File: src/core/ldr_cfg.svh
// ldr_cfg.svh: numeric constants of the led dimmer setup path
// assumes: included by bare name from core files, definitions only
`ifndef LDR_CFG_SVH
`define LDR_CFG_SVH

// ****************************************
// clock and blink timing
// ****************************************
`define LDR_CLK_HZ 100000000
`define LDR_TICK_HZ 152
`define LDR_DUTY_STEPS 256
`define LDR_BASE_W 12

// ****************************************
// i2c slave address and byte layout
// ****************************************
`define LDR_ADDR_HI 4'hc
`define LDR_WR_BIT 1'h0
`define LDR_BITS_PER_BYTE 4'h8
`define LDR_AUTO_INC_BIT 4

// ****************************************
// register indices
// ****************************************
`define LDR_IDX_PRESC_A 4'h2
`define LDR_IDX_DUTY_A 4'h3
`define LDR_IDX_SEL_G0 4'h6
`define LDR_IDX_LAST 4'h9
`define LDR_IDX_FIRST 4'h0

// ****************************************
// reset values and selector codes
// ****************************************
`define LDR_PSC_RST 8'h00
`define LDR_PWM_RST 8'h80
`define LDR_LS_RST 8'h00
`define LDR_SEL_OFF 2'h0
`define LDR_SEL_ON 2'h1
`define LDR_SEL_BLINK_A 2'h2
`define LDR_SEL_BLINK_B 2'h3

`endif

File: src/core/ldr_pkg.sv
// ldr_pkg: types shared by the led dimmer setup path
// assumes: compiled before every other core file
`default_nettype none

package ldr_pkg;
  // register pointer within the device
  typedef logic [3:0] ldr_ptr_t;
  // i2c slave receive states
  typedef enum logic [1:0] {LDR_ST_IDLE, LDR_ST_ADDR, LDR_ST_CMD, LDR_ST_DATA} ldr_st_t;
endpackage

`default_nettype wire

File: src/core/ldr_byte_if.sv
// ldr_byte_if: bytes accepted by the i2c slave, handed to the register bank
// assumes: one clock, strobe is a single-cycle pulse
`default_nettype none

interface ldr_byte_if;
  logic byte_stb; // one accepted byte
  logic byte_is_cmd; // byte is the command byte
  logic [7:0] byte_data; // received byte
  modport src (output byte_stb, output byte_is_cmd, output byte_data);
  modport snk (input byte_stb, input byte_is_cmd, input byte_data);
endinterface

`default_nettype wire

File: src/core/ldr_i2c_slave.sv
// ldr_i2c_slave: write-only i2c slave, start/stop, address match, ack
// assumes: scl and sda come straight from pins; rst is synchronous
`default_nettype none
`include "ldr_cfg.svh"

module ldr_i2c_slave (
  // clock and reset
  input wire logic clk,
  input wire logic rst,
  // pins
  input wire logic scl_i,
  input wire logic sda_i,
  input wire logic [2:0] address_select_inputs,
  output logic sda_oe,
  // accepted bytes
  ldr_byte_if.src bo
);
  import ldr_pkg::*;

  // ****************************************
  // pin synchronisers and edge history
  // ****************************************
  logic scl_s1_ff, scl_s2_ff, scl_d_ff;
  logic sda_s1_ff, sda_s2_ff, sda_d_ff;
  logic [2:0] sel_s1_ff, sel_s2_ff; // address straps, two flops like any pin

  // two flops per pin, third flop only for edge detection
  always_ff @(posedge clk)
  begin
    if (rst)
    begin
      {scl_s1_ff, scl_s2_ff, scl_d_ff} <= 3'h7;
      {sda_s1_ff, sda_s2_ff, sda_d_ff} <= 3'h7;
      {sel_s1_ff, sel_s2_ff} <= 6'h00;
    end
    else
    begin
      {scl_s1_ff, scl_s2_ff, scl_d_ff} <= {scl_i, scl_s1_ff, scl_s2_ff};
      {sda_s1_ff, sda_s2_ff, sda_d_ff} <= {sda_i, sda_s1_ff, sda_s2_ff};
      {sel_s1_ff, sel_s2_ff} <= {address_select_inputs, sel_s1_ff};
    end
  end

  // bus conditions
  wire scl_rise = scl_s2_ff && !scl_d_ff;
  wire scl_fall = !scl_s2_ff && scl_d_ff;
  wire start_w = scl_s2_ff && scl_d_ff && sda_d_ff && !sda_s2_ff;
  wire stop_w = scl_s2_ff && scl_d_ff && !sda_d_ff && sda_s2_ff;

  // ****************************************
  // receive state machine
  // ****************************************
  ldr_st_t st_ff; // what the next byte is
  logic [3:0] bit_cnt_ff; // bits shifted in this byte
  logic [7:0] shift_ff; // byte being received
  logic in_ack_ff; // inside the ninth clock
  logic stb_ff; // byte accepted pulse

  // own write address: fixed high part, pin-set low part
  wire addr_hit = shift_ff == {`LDR_ADDR_HI, sel_s2_ff, `LDR_WR_BIT};
  wire byte_done = bit_cnt_ff == `LDR_BITS_PER_BYTE;
  wire ack_w = (st_ff == LDR_ST_ADDR) ? addr_hit : (st_ff != LDR_ST_IDLE);

  // byte framing, ack drive and state advance
  always_ff @(posedge clk)
  begin
    stb_ff <= 1'b0;
    if (rst)
    begin
      st_ff <= LDR_ST_IDLE;
      bit_cnt_ff <= 4'h0;
      shift_ff <= 8'h00;
      in_ack_ff <= 1'b0;
      sda_oe <= 1'b0;
    end
    else if (start_w)
    begin
      // start or repeated start: address byte follows
      st_ff <= LDR_ST_ADDR;
      bit_cnt_ff <= 4'h0;
      in_ack_ff <= 1'b0;
      sda_oe <= 1'b0;
    end
    else if (stop_w)
    begin
      // stop ends the write
      st_ff <= LDR_ST_IDLE;
      in_ack_ff <= 1'b0;
      sda_oe <= 1'b0;
    end
    else if (scl_rise && !byte_done && st_ff != LDR_ST_IDLE)
    begin
      // msb first
      shift_ff <= {shift_ff[6:0], sda_s2_ff};
      bit_cnt_ff <= bit_cnt_ff + 4'h1;
    end
    else if (scl_fall && byte_done && !in_ack_ff)
    begin
      // eighth bit done: ack slot opens
      in_ack_ff <= 1'b1;
      sda_oe <= ack_w;
      stb_ff <= ack_w && st_ff != LDR_ST_ADDR;
    end
    else if (scl_fall && in_ack_ff)
    begin
      // ack slot closes, release sda
      in_ack_ff <= 1'b0;
      sda_oe <= 1'b0;
      bit_cnt_ff <= 4'h0;
      unique case (st_ff)
        LDR_ST_IDLE: st_ff <= LDR_ST_IDLE;
        LDR_ST_ADDR: st_ff <= sda_oe ? LDR_ST_CMD : LDR_ST_IDLE;
        LDR_ST_CMD: st_ff <= LDR_ST_DATA;
        LDR_ST_DATA: st_ff <= LDR_ST_DATA;
      endcase
    end
  end

  // hand the byte over
  assign bo.byte_stb = stb_ff;
  assign bo.byte_is_cmd = st_ff == LDR_ST_CMD;
  assign bo.byte_data = shift_ff;
endmodule

`default_nettype wire

File: src/core/ldr_dimmer_top.sv
// ldr_dimmer_top: reset, i2c setup writes, blink generators, led drivers
// assumes: pins arrive unsynchronised; one 100 MHz clock
//
// Function
// - External reset low restores all defaults.
// - Stay reset while supply below threshold.
// - Supply good releases reset into defaults.
// - Acknowledge C0h write address, selects low.
// - Command 12h sets auto-increment, prescaler a.
// - Sequential bytes fill prescalers, duties, selectors.
// - Prescaler n gives period (n+1)/152 s.
// - Selector bytes 55h/AAh/FFh/00h act accordingly.
// - Field codes: off, on, blink a, b.
// - Auto-increment pointer wraps after last register.
`default_nettype none
`include "ldr_cfg.svh"

module ldr_dimmer_top #(
  // clock cycles per duty step at prescaler zero
  parameter int unsigned BASE_DIV = `LDR_CLK_HZ / (`LDR_TICK_HZ * `LDR_DUTY_STEPS)
) (
  // clock and reset
  input wire logic clk,
  input wire logic sys_rst,
  // reset sources from pins
  input wire logic ext_rst_n,
  input wire logic por_ok,
  // i2c pins
  input wire logic scl_i,
  input wire logic sda_i,
  output logic sda_o,
  output logic sda_oe,
  input wire logic [2:0] address_select_inputs,
  // open-drain led pins
  output logic [15:0] led_o,
  output logic [15:0] led_oe,
  // state visible to the system
  output logic auto_increment_flag,
  output ldr_pkg::ldr_ptr_t reg_ptr,
  output logic blink_signal_a,
  output logic blink_signal_b
);
  import ldr_pkg::*;

  // ****************************************
  // reset synchronisation and merge
  // ****************************************
  logic ext_s1_ff, ext_s2_ff; // external reset, active low
  logic por_s1_ff, por_s2_ff; // supply good
  logic rst_int_ff; // internal reset for all logic except the reset synchronisers

  // two flops per pin before anything reads them
  always_ff @(posedge clk)
  begin
    if (sys_rst)
    begin
      {ext_s1_ff, ext_s2_ff} <= 2'h0;
      {por_s1_ff, por_s2_ff} <= 2'h0;
    end
    else
    begin
      {ext_s1_ff, ext_s2_ff} <= {ext_rst_n, ext_s1_ff};
      {por_s1_ff, por_s2_ff} <= {por_ok, por_s1_ff};
    end
  end

  // held while any of sys_rst, external or supply reset asserts; released only after all three settle
  wire rst_req = sys_rst || !ext_s2_ff || !por_s2_ff;
  always_ff @(posedge clk)
  begin
    rst_int_ff <= rst_req;
  end

  // ****************************************
  // i2c slave
  // ****************************************
  ldr_byte_if bif ();
  logic sda_oe_int; // ack drive from the slave

  // byte receiver
  ldr_i2c_slave u_slave (
    .clk(clk),
    .rst(rst_int_ff),
    .scl_i(scl_i),
    .sda_i(sda_i),
    .address_select_inputs(address_select_inputs),
    .sda_oe(sda_oe_int),
    .bo(bif)
  );

  // sda pin drive, pulled low only during ack
  always_ff @(posedge clk)
  begin
    if (rst_int_ff)
    begin
      sda_oe <= 1'b0;
      sda_o <= 1'b0;
    end
    else
    begin
      sda_oe <= sda_oe_int;
      sda_o <= 1'b0;
    end
  end

  // ****************************************
  // command byte and register pointer
  // ****************************************
  wire cmd_stb = bif.byte_stb && bif.byte_is_cmd;
  wire dat_stb = bif.byte_stb && !bif.byte_is_cmd;
  wire ptr_last = reg_ptr == `LDR_IDX_LAST;
  wire [3:0] ptr_inc = ptr_last ? `LDR_IDX_FIRST : reg_ptr + 4'h1;

  // pointer load on command, advance on data when enabled
  always_ff @(posedge clk)
  begin
    if (rst_int_ff)
    begin
      reg_ptr <= `LDR_IDX_FIRST;
      auto_increment_flag <= 1'b0;
    end
    else if (cmd_stb)
    begin
      reg_ptr <= bif.byte_data[3:0];
      auto_increment_flag <= bif.byte_data[`LDR_AUTO_INC_BIT];
    end
    else if (dat_stb && auto_increment_flag)
    begin
      reg_ptr <= ptr_inc;
    end
  end

  // ****************************************
  // configuration registers
  // ****************************************
  logic [7:0] cfg_ff [`LDR_IDX_PRESC_A:`LDR_IDX_LAST]; // prescalers, duties, selectors
  // input registers and unused codes take the write with no effect
  wire wr_ok = dat_stb && reg_ptr >= `LDR_IDX_PRESC_A && reg_ptr <= `LDR_IDX_LAST;

  // one writable byte per index
  genvar gr;
  generate
    for (gr = `LDR_IDX_PRESC_A; gr <= `LDR_IDX_LAST; gr++)
    begin : g_reg
      // duty registers reset to half, the rest to zero
      localparam logic [7:0] RST_V = (gr == `LDR_IDX_DUTY_A || gr == `LDR_IDX_DUTY_A + 2) ?
        `LDR_PWM_RST : (gr >= `LDR_IDX_SEL_G0 ? `LDR_LS_RST : `LDR_PSC_RST);
      always_ff @(posedge clk)
      begin
        if (rst_int_ff)
          cfg_ff[gr] <= RST_V;
        else if (wr_ok && reg_ptr == 4'(gr))
          cfg_ff[gr] <= bif.byte_data;
      end
    end
  endgenerate

  // ****************************************
  // duty step time base
  // ****************************************
  logic [`LDR_BASE_W-1:0] base_cnt_ff; // cycles within one step
  wire base_tick = base_cnt_ff == `LDR_BASE_W'(BASE_DIV - 1);

  // free-running divider, one-cycle tick
  always_ff @(posedge clk)
  begin
    if (rst_int_ff || base_tick)
      base_cnt_ff <= '0;
    else
      base_cnt_ff <= base_cnt_ff + `LDR_BASE_W'(1);
  end

  // ****************************************
  // blink generators a and b
  // ****************************************
  logic [1:0] blink_on; // high while the blink output is in its on part

  genvar gb;
  generate
    for (gb = 0; gb < 2; gb++)
    begin : g_blink
      logic [7:0] pre_cnt_ff; // ticks within one step
      logic [7:0] duty_cnt_ff; // step within the period
      logic on_ff; // on while step below duty
      wire [7:0] psc = cfg_ff[`LDR_IDX_PRESC_A + 4'(2 * gb)];
      wire [7:0] pwm = cfg_ff[`LDR_IDX_DUTY_A + 4'(2 * gb)];
      wire pwm_wr = wr_ok && reg_ptr == `LDR_IDX_DUTY_A + 4'(2 * gb);
      // step advances after psc+1 base ticks: period (psc+1)/152 s
      wire step = base_tick && pre_cnt_ff == psc;

      // counters restart after a duty write
      always_ff @(posedge clk)
      begin
        if (rst_int_ff || pwm_wr)
        begin
          pre_cnt_ff <= 8'h00;
          duty_cnt_ff <= 8'h00;
          on_ff <= 1'b0;
        end
        else
        begin
          if (step)
            pre_cnt_ff <= 8'h00;
          else if (base_tick)
            pre_cnt_ff <= pre_cnt_ff + 8'h01;
          if (step)
            duty_cnt_ff <= duty_cnt_ff + 8'h01;
          on_ff <= duty_cnt_ff < pwm;
        end
      end
      assign blink_on[gb] = on_ff;
    end
  endgenerate

  // ****************************************
  // led drivers
  // ****************************************
  logic [15:0] led_drive; // pin pulled low when set

  // two selector bits per led, four leds per register
  genvar gl;
  generate
    for (gl = 0; gl < 16; gl++)
    begin : g_led
      wire [7:0] ls = cfg_ff[`LDR_IDX_SEL_G0 + 4'(gl / 4)];
      wire [1:0] sel = ls[2 * (gl % 4) +: 2];
      assign led_drive[gl] = (sel == `LDR_SEL_ON) ||
                             (sel == `LDR_SEL_BLINK_A && blink_on[0]) ||
                             (sel == `LDR_SEL_BLINK_B && blink_on[1]);
    end
  endgenerate

  // registered pin drive; off code leaves the pin released
  always_ff @(posedge clk)
  begin
    if (rst_int_ff)
    begin
      led_oe <= 16'h0000;
      led_o <= 16'h0000;
      blink_signal_a <= 1'b0;
      blink_signal_b <= 1'b0;
    end
    else
    begin
      led_oe <= led_drive;
      led_o <= 16'h0000;
      blink_signal_a <= blink_on[0];
      blink_signal_b <= blink_on[1];
    end
  end
endmodule

`default_nettype wire

File: config.mk
export PLATFORM = sky130hd
export DESIGN_NAME = ldr_dimmer_top
export DESIGN_NICKNAME = d
export VERILOG_FILES = /design/src/core/ldr_pkg.sv /design/src/core/ldr_byte_if.sv /design/src/core/ldr_i2c_slave.sv /design/src/core/ldr_dimmer_top.sv
export VERILOG_INCLUDE_DIRS = /design/src /design/src/core
export SDC_FILE = /design/constraint.sdc
export NUM_CORES = 1
export LEC_CHECK = 0
export BUFFER_PORTS_ARGS = -buffer_cell sky130_fd_sc_hd__buf_2
export CAP_MARGIN = 25
export CELL_PAD_IN_SITES_DETAIL_PLACEMENT = 0
export CELL_PAD_IN_SITES_GLOBAL_PLACEMENT = 1
export CORE_ASPECT_RATIO = 1.75
export CORE_MARGIN = 2
export CORE_UTILIZATION = 31
export CTS_CLUSTER_DIAMETER = 60
export DETAILED_ROUTE_END_ITERATION = 8
export GPL_ROUTABILITY_DRIVEN = 0
export PLACE_DENSITY = 0.58
export SLEW_MARGIN = 20
export SYNTH_ARGS = -nofsm -noshare
export SYNTH_HDL_FRONTEND = slang
export SYNTH_HIERARCHICAL = 1
export SYNTH_SLANG_ARGS = --single-unit
File: constraint.sdc
create_clock -name clk -period 6.1 [get_ports clk]
set_input_delay 0.61 -clock clk [delete_from_list [all_inputs] [get_ports clk]]
set_output_delay 0.61 -clock clk [all_outputs]
set_load 0.01 [all_outputs]
# Yosys cells after proc, flatten, opt, wreduce, memory -nomap -nowiden
# Memories as Yosys holds them, arrays and structs flattened.
# Index checks and enable logic that the tools add are counted.
# totals
register_bits	104
romBits	0
mem_count	1
ram_bits	64
out_inout_bits	41
latchBits	0
word_cells	299
in_bits	9
# mem_list
name	depth	word_bits	read_ports	rd_ports_with_merged_regs	write_ports	line_no	text
cfg_ff	8	8	8	0	8	ldr_dimmer_top.sv:136	logic [7:0] cfg_ff [`LDR_IDX_PRESC_A:`LDR_IDX_LAST];
# op_classes
bitwise	12
shifts	0
div	0
eq_ne	68
add_sub_neg	7
reduce_logical	123
mux	51
n_mul	0
n_lt_le_gt_ge	4
# ops
op	count
$eq 2x2->1 const B	34
$mux 8	8
$logic_and 1x1->1	60
$logic_or 1x1->1	37
$mux 1	35
$eq 2x1->1 const B	17
$add 8x1->8 const B	4
$eq 8x8->1	3
$mux 4	6
$eq 4x3->1 const B	4
$lt 8x8->1	2
$add 12x1->12 const B	1
$eq 12x12->1 const B	1
$eq 4x4->1 const B	3
$reduce_and 3->1	4
$logic_not 1->1	9
$add 4x1->4 const B	2
$eq 4x2->1 const B	2
$or 1x1->1	8
$reduce_bool 2->1	4
$reduce_or 2->1	4
$ne 3x1->1 const B	2
$pmux 2 s3	1
$reduce_or 5->1	1
other kinds (9)	13

# Logic depth before layout (Yosys ltp)
# logic_depth
word_depth	10
mapped_depth	9

# Hierarchy
# The synthesis kept the hierarchy.
# modules_own_cells
module	cells_each	area_each_um2	instances	seq_area_each_um2
ldr_dimmer_top	667	6703.9	1	3423.3
ldr_i2c_slave	123	1193.6	1	580.6

# Worst setup path before layout
# Ideal clock, no wire load.
# synth_path
kind	reg-to-reg
from	register u_slave.st_ff[1]
to	register g_blink[0].pre_cnt_ff[4]
stages_incl_launch_ff	10
setup_slack_ns	3.863
required_ns	5.978
synth_period_minus_slack_ns	2.237
arrival_ns	2.115
n_path_buf	2
path_cell_list	dfxtp_1 > inv_1 > nor2_1 > buf_2 > nor4b_1 > a21oi_1 > inv_1 > clkbuf_1 > a211oi_1 > a221o_1
# synth_via
elab_chain_cells	8
# synth_lines
element	line_no	text
start: declaration	ldr_i2c_slave.sv:53	ldr_st_t st_ff;
start signal: assignment	ldr_i2c_slave.sv:112	LDR_ST_ADDR: st_ff <= sda_oe ? LDR_ST_CMD : LDR_ST_IDLE;
$eq 2x2->1	ldr_i2c_slave.sv:121	assign bo.byte_is_cmd = st_ff == LDR_ST_CMD;
via bif.byte_is_cmd	ldr_byte_if.sv:7	logic byte_is_cmd;
$logic_not 1->1	ldr_dimmer_top.sv:110	wire dat_stb = bif.byte_stb && !bif.byte_is_cmd;
$logic_and 1x1->1	ldr_dimmer_top.sv:110	
$logic_and 1x1->1 (no line) (2 in series)	-	
$logic_and 1x1->1	ldr_dimmer_top.sv:187	wire pwm_wr = wr_ok && reg_ptr == `LDR_IDX_DUTY_A + 4'(2 * gb);
$logic_or 1x1->1	ldr_dimmer_top.sv:194	if (rst_int_ff || pwm_wr)
$reduce_or 2->1 (no line)	-	
end signal: assignment	ldr_dimmer_top.sv:205	pre_cnt_ff <= pre_cnt_ff + 8'h01;
end: declaration	ldr_dimmer_top.sv:182	logic [7:0] pre_cnt_ff;
# The timed path passes the listed nets, and every way through them passes these cells.
# A chain may end at the register's enable or synchronous reset.

# Final worst setup path
# layout_path
from	register u_slave.st_ff[1]
to	register g_blink[0].pre_cnt_ff[6]
# The elaborated chain is that of the path after synthesis.

==> impl_metrics.tcl <==
set metrics [dict create \
    die_h_um 215 \
    slew_headroom 0.451 \
    fin_crit_sh 0.453 \
    antenna_left 0 \
    clockRootBuffer "clkbuf_16" \
    ys_ff_latch 168 \
    max_freq_mhz 362 \
    rows 77 \
    slew_violations 0 \
    startpoint_type "flop" \
    syn_inst 790 \
    ys_types 61 \
    grt_pass1_vias 5514 \
    start_util 0.314 \
    port-buffer-count 32 \
    internal_power_w 0.00174 \
    clockBufferDepth 2 \
    cts_max_level 4 \
    syn-cell-area_um2 7900 \
    coreArea_um2 25100 \
    hold_viol_final 0 \
    synth_edf_count 64 \
    p_clk_frac 0.469 \
    pin_count 50 \
    power.switching_w 0.000479 \
    clock_latency_ns 0.44 \
    pre_cts_slack_ns 3.26 \
    yosys_warnings 6 \
    skew_ns 0.00672 \
    crit_type "reg2reg" \
    leakage_nw 3.13 \
    ctsResizeCount 0 \
    dr.pass1.iters 4 \
    r2r_slack_ns 3.34 \
    ys_top_cells_by_count "dfxtp_1, and2_1, edfxtp_1" \
    cts_tree "done" \
    die-area_um2 26800 \
    grt_max_degree 63 \
    crit_required_ns 6.48 \
    powerDensity_nw_per_um2 252 \
    endpoint_kind "flop" \
    drv_cap 0 \
    worst_slack_ns 3.34 \
    synth_area_leaders "dfxtp_1, edfxtp_1, and2_1" \
    cts_hold_buf 0 \
    worstMarginPinSlew_ns 0.824 \
    final_nets 840 \
    cts.clk_slew.worst_paths_ns 0.07 \
    power_frac_comb 0.008 \
    synth_ff_type "dfxtp_1" \
    fin_crit_ns 2.76 \
    clkSinkCount 168 \
    power_frac_seq 0.523 \
    synth.most_common_cell "dfxtp_1" \
    drcViolationCount 0 \
    drive_gt1_frac 0.105 \
    drt_iter0_markers 151 \
    worstPathMaxFanout 20 \
    switching_share 0.216 \
    diodes 0 \
    syn_to_final_growth_pct 11.6 \
    hp-class "in2reg" \
    status "finished clean" \
    vias_per_cell 4.81 \
    grt_pass1_wl_um 28900 \
    crit_arrival_ns 3.15 \
    synth_seq_area_share 0.507 \
    setup-tns-final_ns 0 \
    cts_buffers 17 \
    synth_top_cell_by_area "dfxtp_1" \
    antenna_found_initial 0 \
    async_flop_share 0 \
    grt.overflow.total 0 \
    vias 5469 \
    dp_hpwl_um 12000 \
    drt_wl_total_um 17300 \
    track_usage 0.137 \
    netlist.area_leader.share 0.264 \
    cts_setup_buffers 0 \
    chipWidth_um 125 \
    finalSetupViolations 0 \
    ir_drop_v 0.000175 \
    avgSynthCellArea_um2 10.0 \
    rsz0062_at_grt "false" \
    routedWlPerCell_um 15.2 \
]
-- logic make-up (layout without fill, tap and decap cells) --
logic type,after synthesis,in the layout,synth area share
flops,168,168,0.507
simple gates,327,327,0.235
compound gates,123,123,0.103
xor+xnor,30,30,0.0333
other cells,1,17,0.000475
mux,22,22,0.0279
fa+ha+maj,22,22,0.0349
buf+inv,97,113,0.0585
-- critical path: stages, from the launching register on --
cell,delay [ns]
dfxtp_1,0.38
inv_1,0.07
nor2_1,0.41
nor4b_1,0.18
a21oi_1,0.22
buf_4,0.25
inv_1,0.33
a211oi_1,0.63
a221o_1,0.24
-- worst paths after layout --
| kind | startpoint | end | cells past startpoint |
|---|---|---|---|
| max | u_slave/st_ff[1]$_SDFFE_PP0P_ | g_blink[0].pre_cnt_ff[6]$_SDFFE_PP0P_ | 8 |
| min | sda_i | u_slave/sda_s1_ff$_SDFF_PP1_ | 2 |
| max reg2reg | u_slave/st_ff[1]$_SDFFE_PP0P_ | g_blink[0].pre_cnt_ff[6]$_SDFFE_PP0P_ | 8 |
| min reg2reg | ext_s2_ff$_SDFF_PP0_ | rst_int_ff$_DFF_P_ | 1 |
-- state kept, by name, summed over array words and instances (netlist names), 2 cells and up --
signal and count:
cfg_ff 64, g_blink.duty_cnt_ff 16, g_blink.pre_cnt_ff 16, led_oe 16, base_cnt_ff 12, u_slave/bo.byte_data 8, reg_ptr 4, u_slave/bit_cnt_ff 4
u_slave/sel_s1_ff 3, u_slave/sel_s2_ff 3, g_blink.on_ff 2, u_slave/st_ff 2
-- layer usage --
metal / vias up / GRT usage / routed length (um)
li1: 2781 / - / -
met1: 2589 / 0.143 / 7000
met2: 72 / 0.261 / 9500
met3: 27 / 0.0326 / 439
met4: 0 / 0.0558 / 333
met5: - / 0 / 0
-- per-stage QoR --
stage	power [W]	utilization	std cells	cell area [um^2]	hold WS (ns)
after floorplan	0.00121	-	806	7960	0.365
after global placement	0.00120	0.328	1106	8260	0.394
after detailed placement	0.00120	0.328	1106	8260	0.406
after CTS	0.00225	0.351	1138	8820	0.324
after global routing	0.00230	0.351	1138	8820	0.329
final	0.00222	0.351	1138	8820	0.351
-- cells in the final DEF, fill, tap and decap left out, drive strengths merged, types with 10 or more instances in the layout --
cell / n
nand4: 22
xnor2: 20
xor2: 10
o21ai: 27
nand2: 42
nand3b: 19
edfxtp: 64
nand2b: 25
inv: 51
buf: 36
nor3: 12
mux2i: 22
clkbuf: 19
dfxtp: 104
conb: 17
a21oi: 36
nor2: 51
and2: 67
nor2b: 18
ha: 22
nand3: 27
-- power groups by stage --
stage                     clock network, W  registers [W]   logic, W
after floorplan                          0        0.00119  0.0000215
after global placement                   0        0.00119  0.0000181
after detailed placement                 0        0.00119  0.0000183
after CTS                          0.00107        0.00116  0.0000183
after global routing               0.00112        0.00116  0.0000203
final                              0.00104        0.00116  0.0000182
-- cell type report --
cell class              count  area, um^2
fillers                  2556       16300
multi-input cells         541        3500
flip-flops and latches    168        4010
well taps                 316         395
clock inverters            13         119
clock buffers              19         443
repair buffers             36         190
inverters                  45         169
Note: power is estimated with default switching activity, not from simulation.
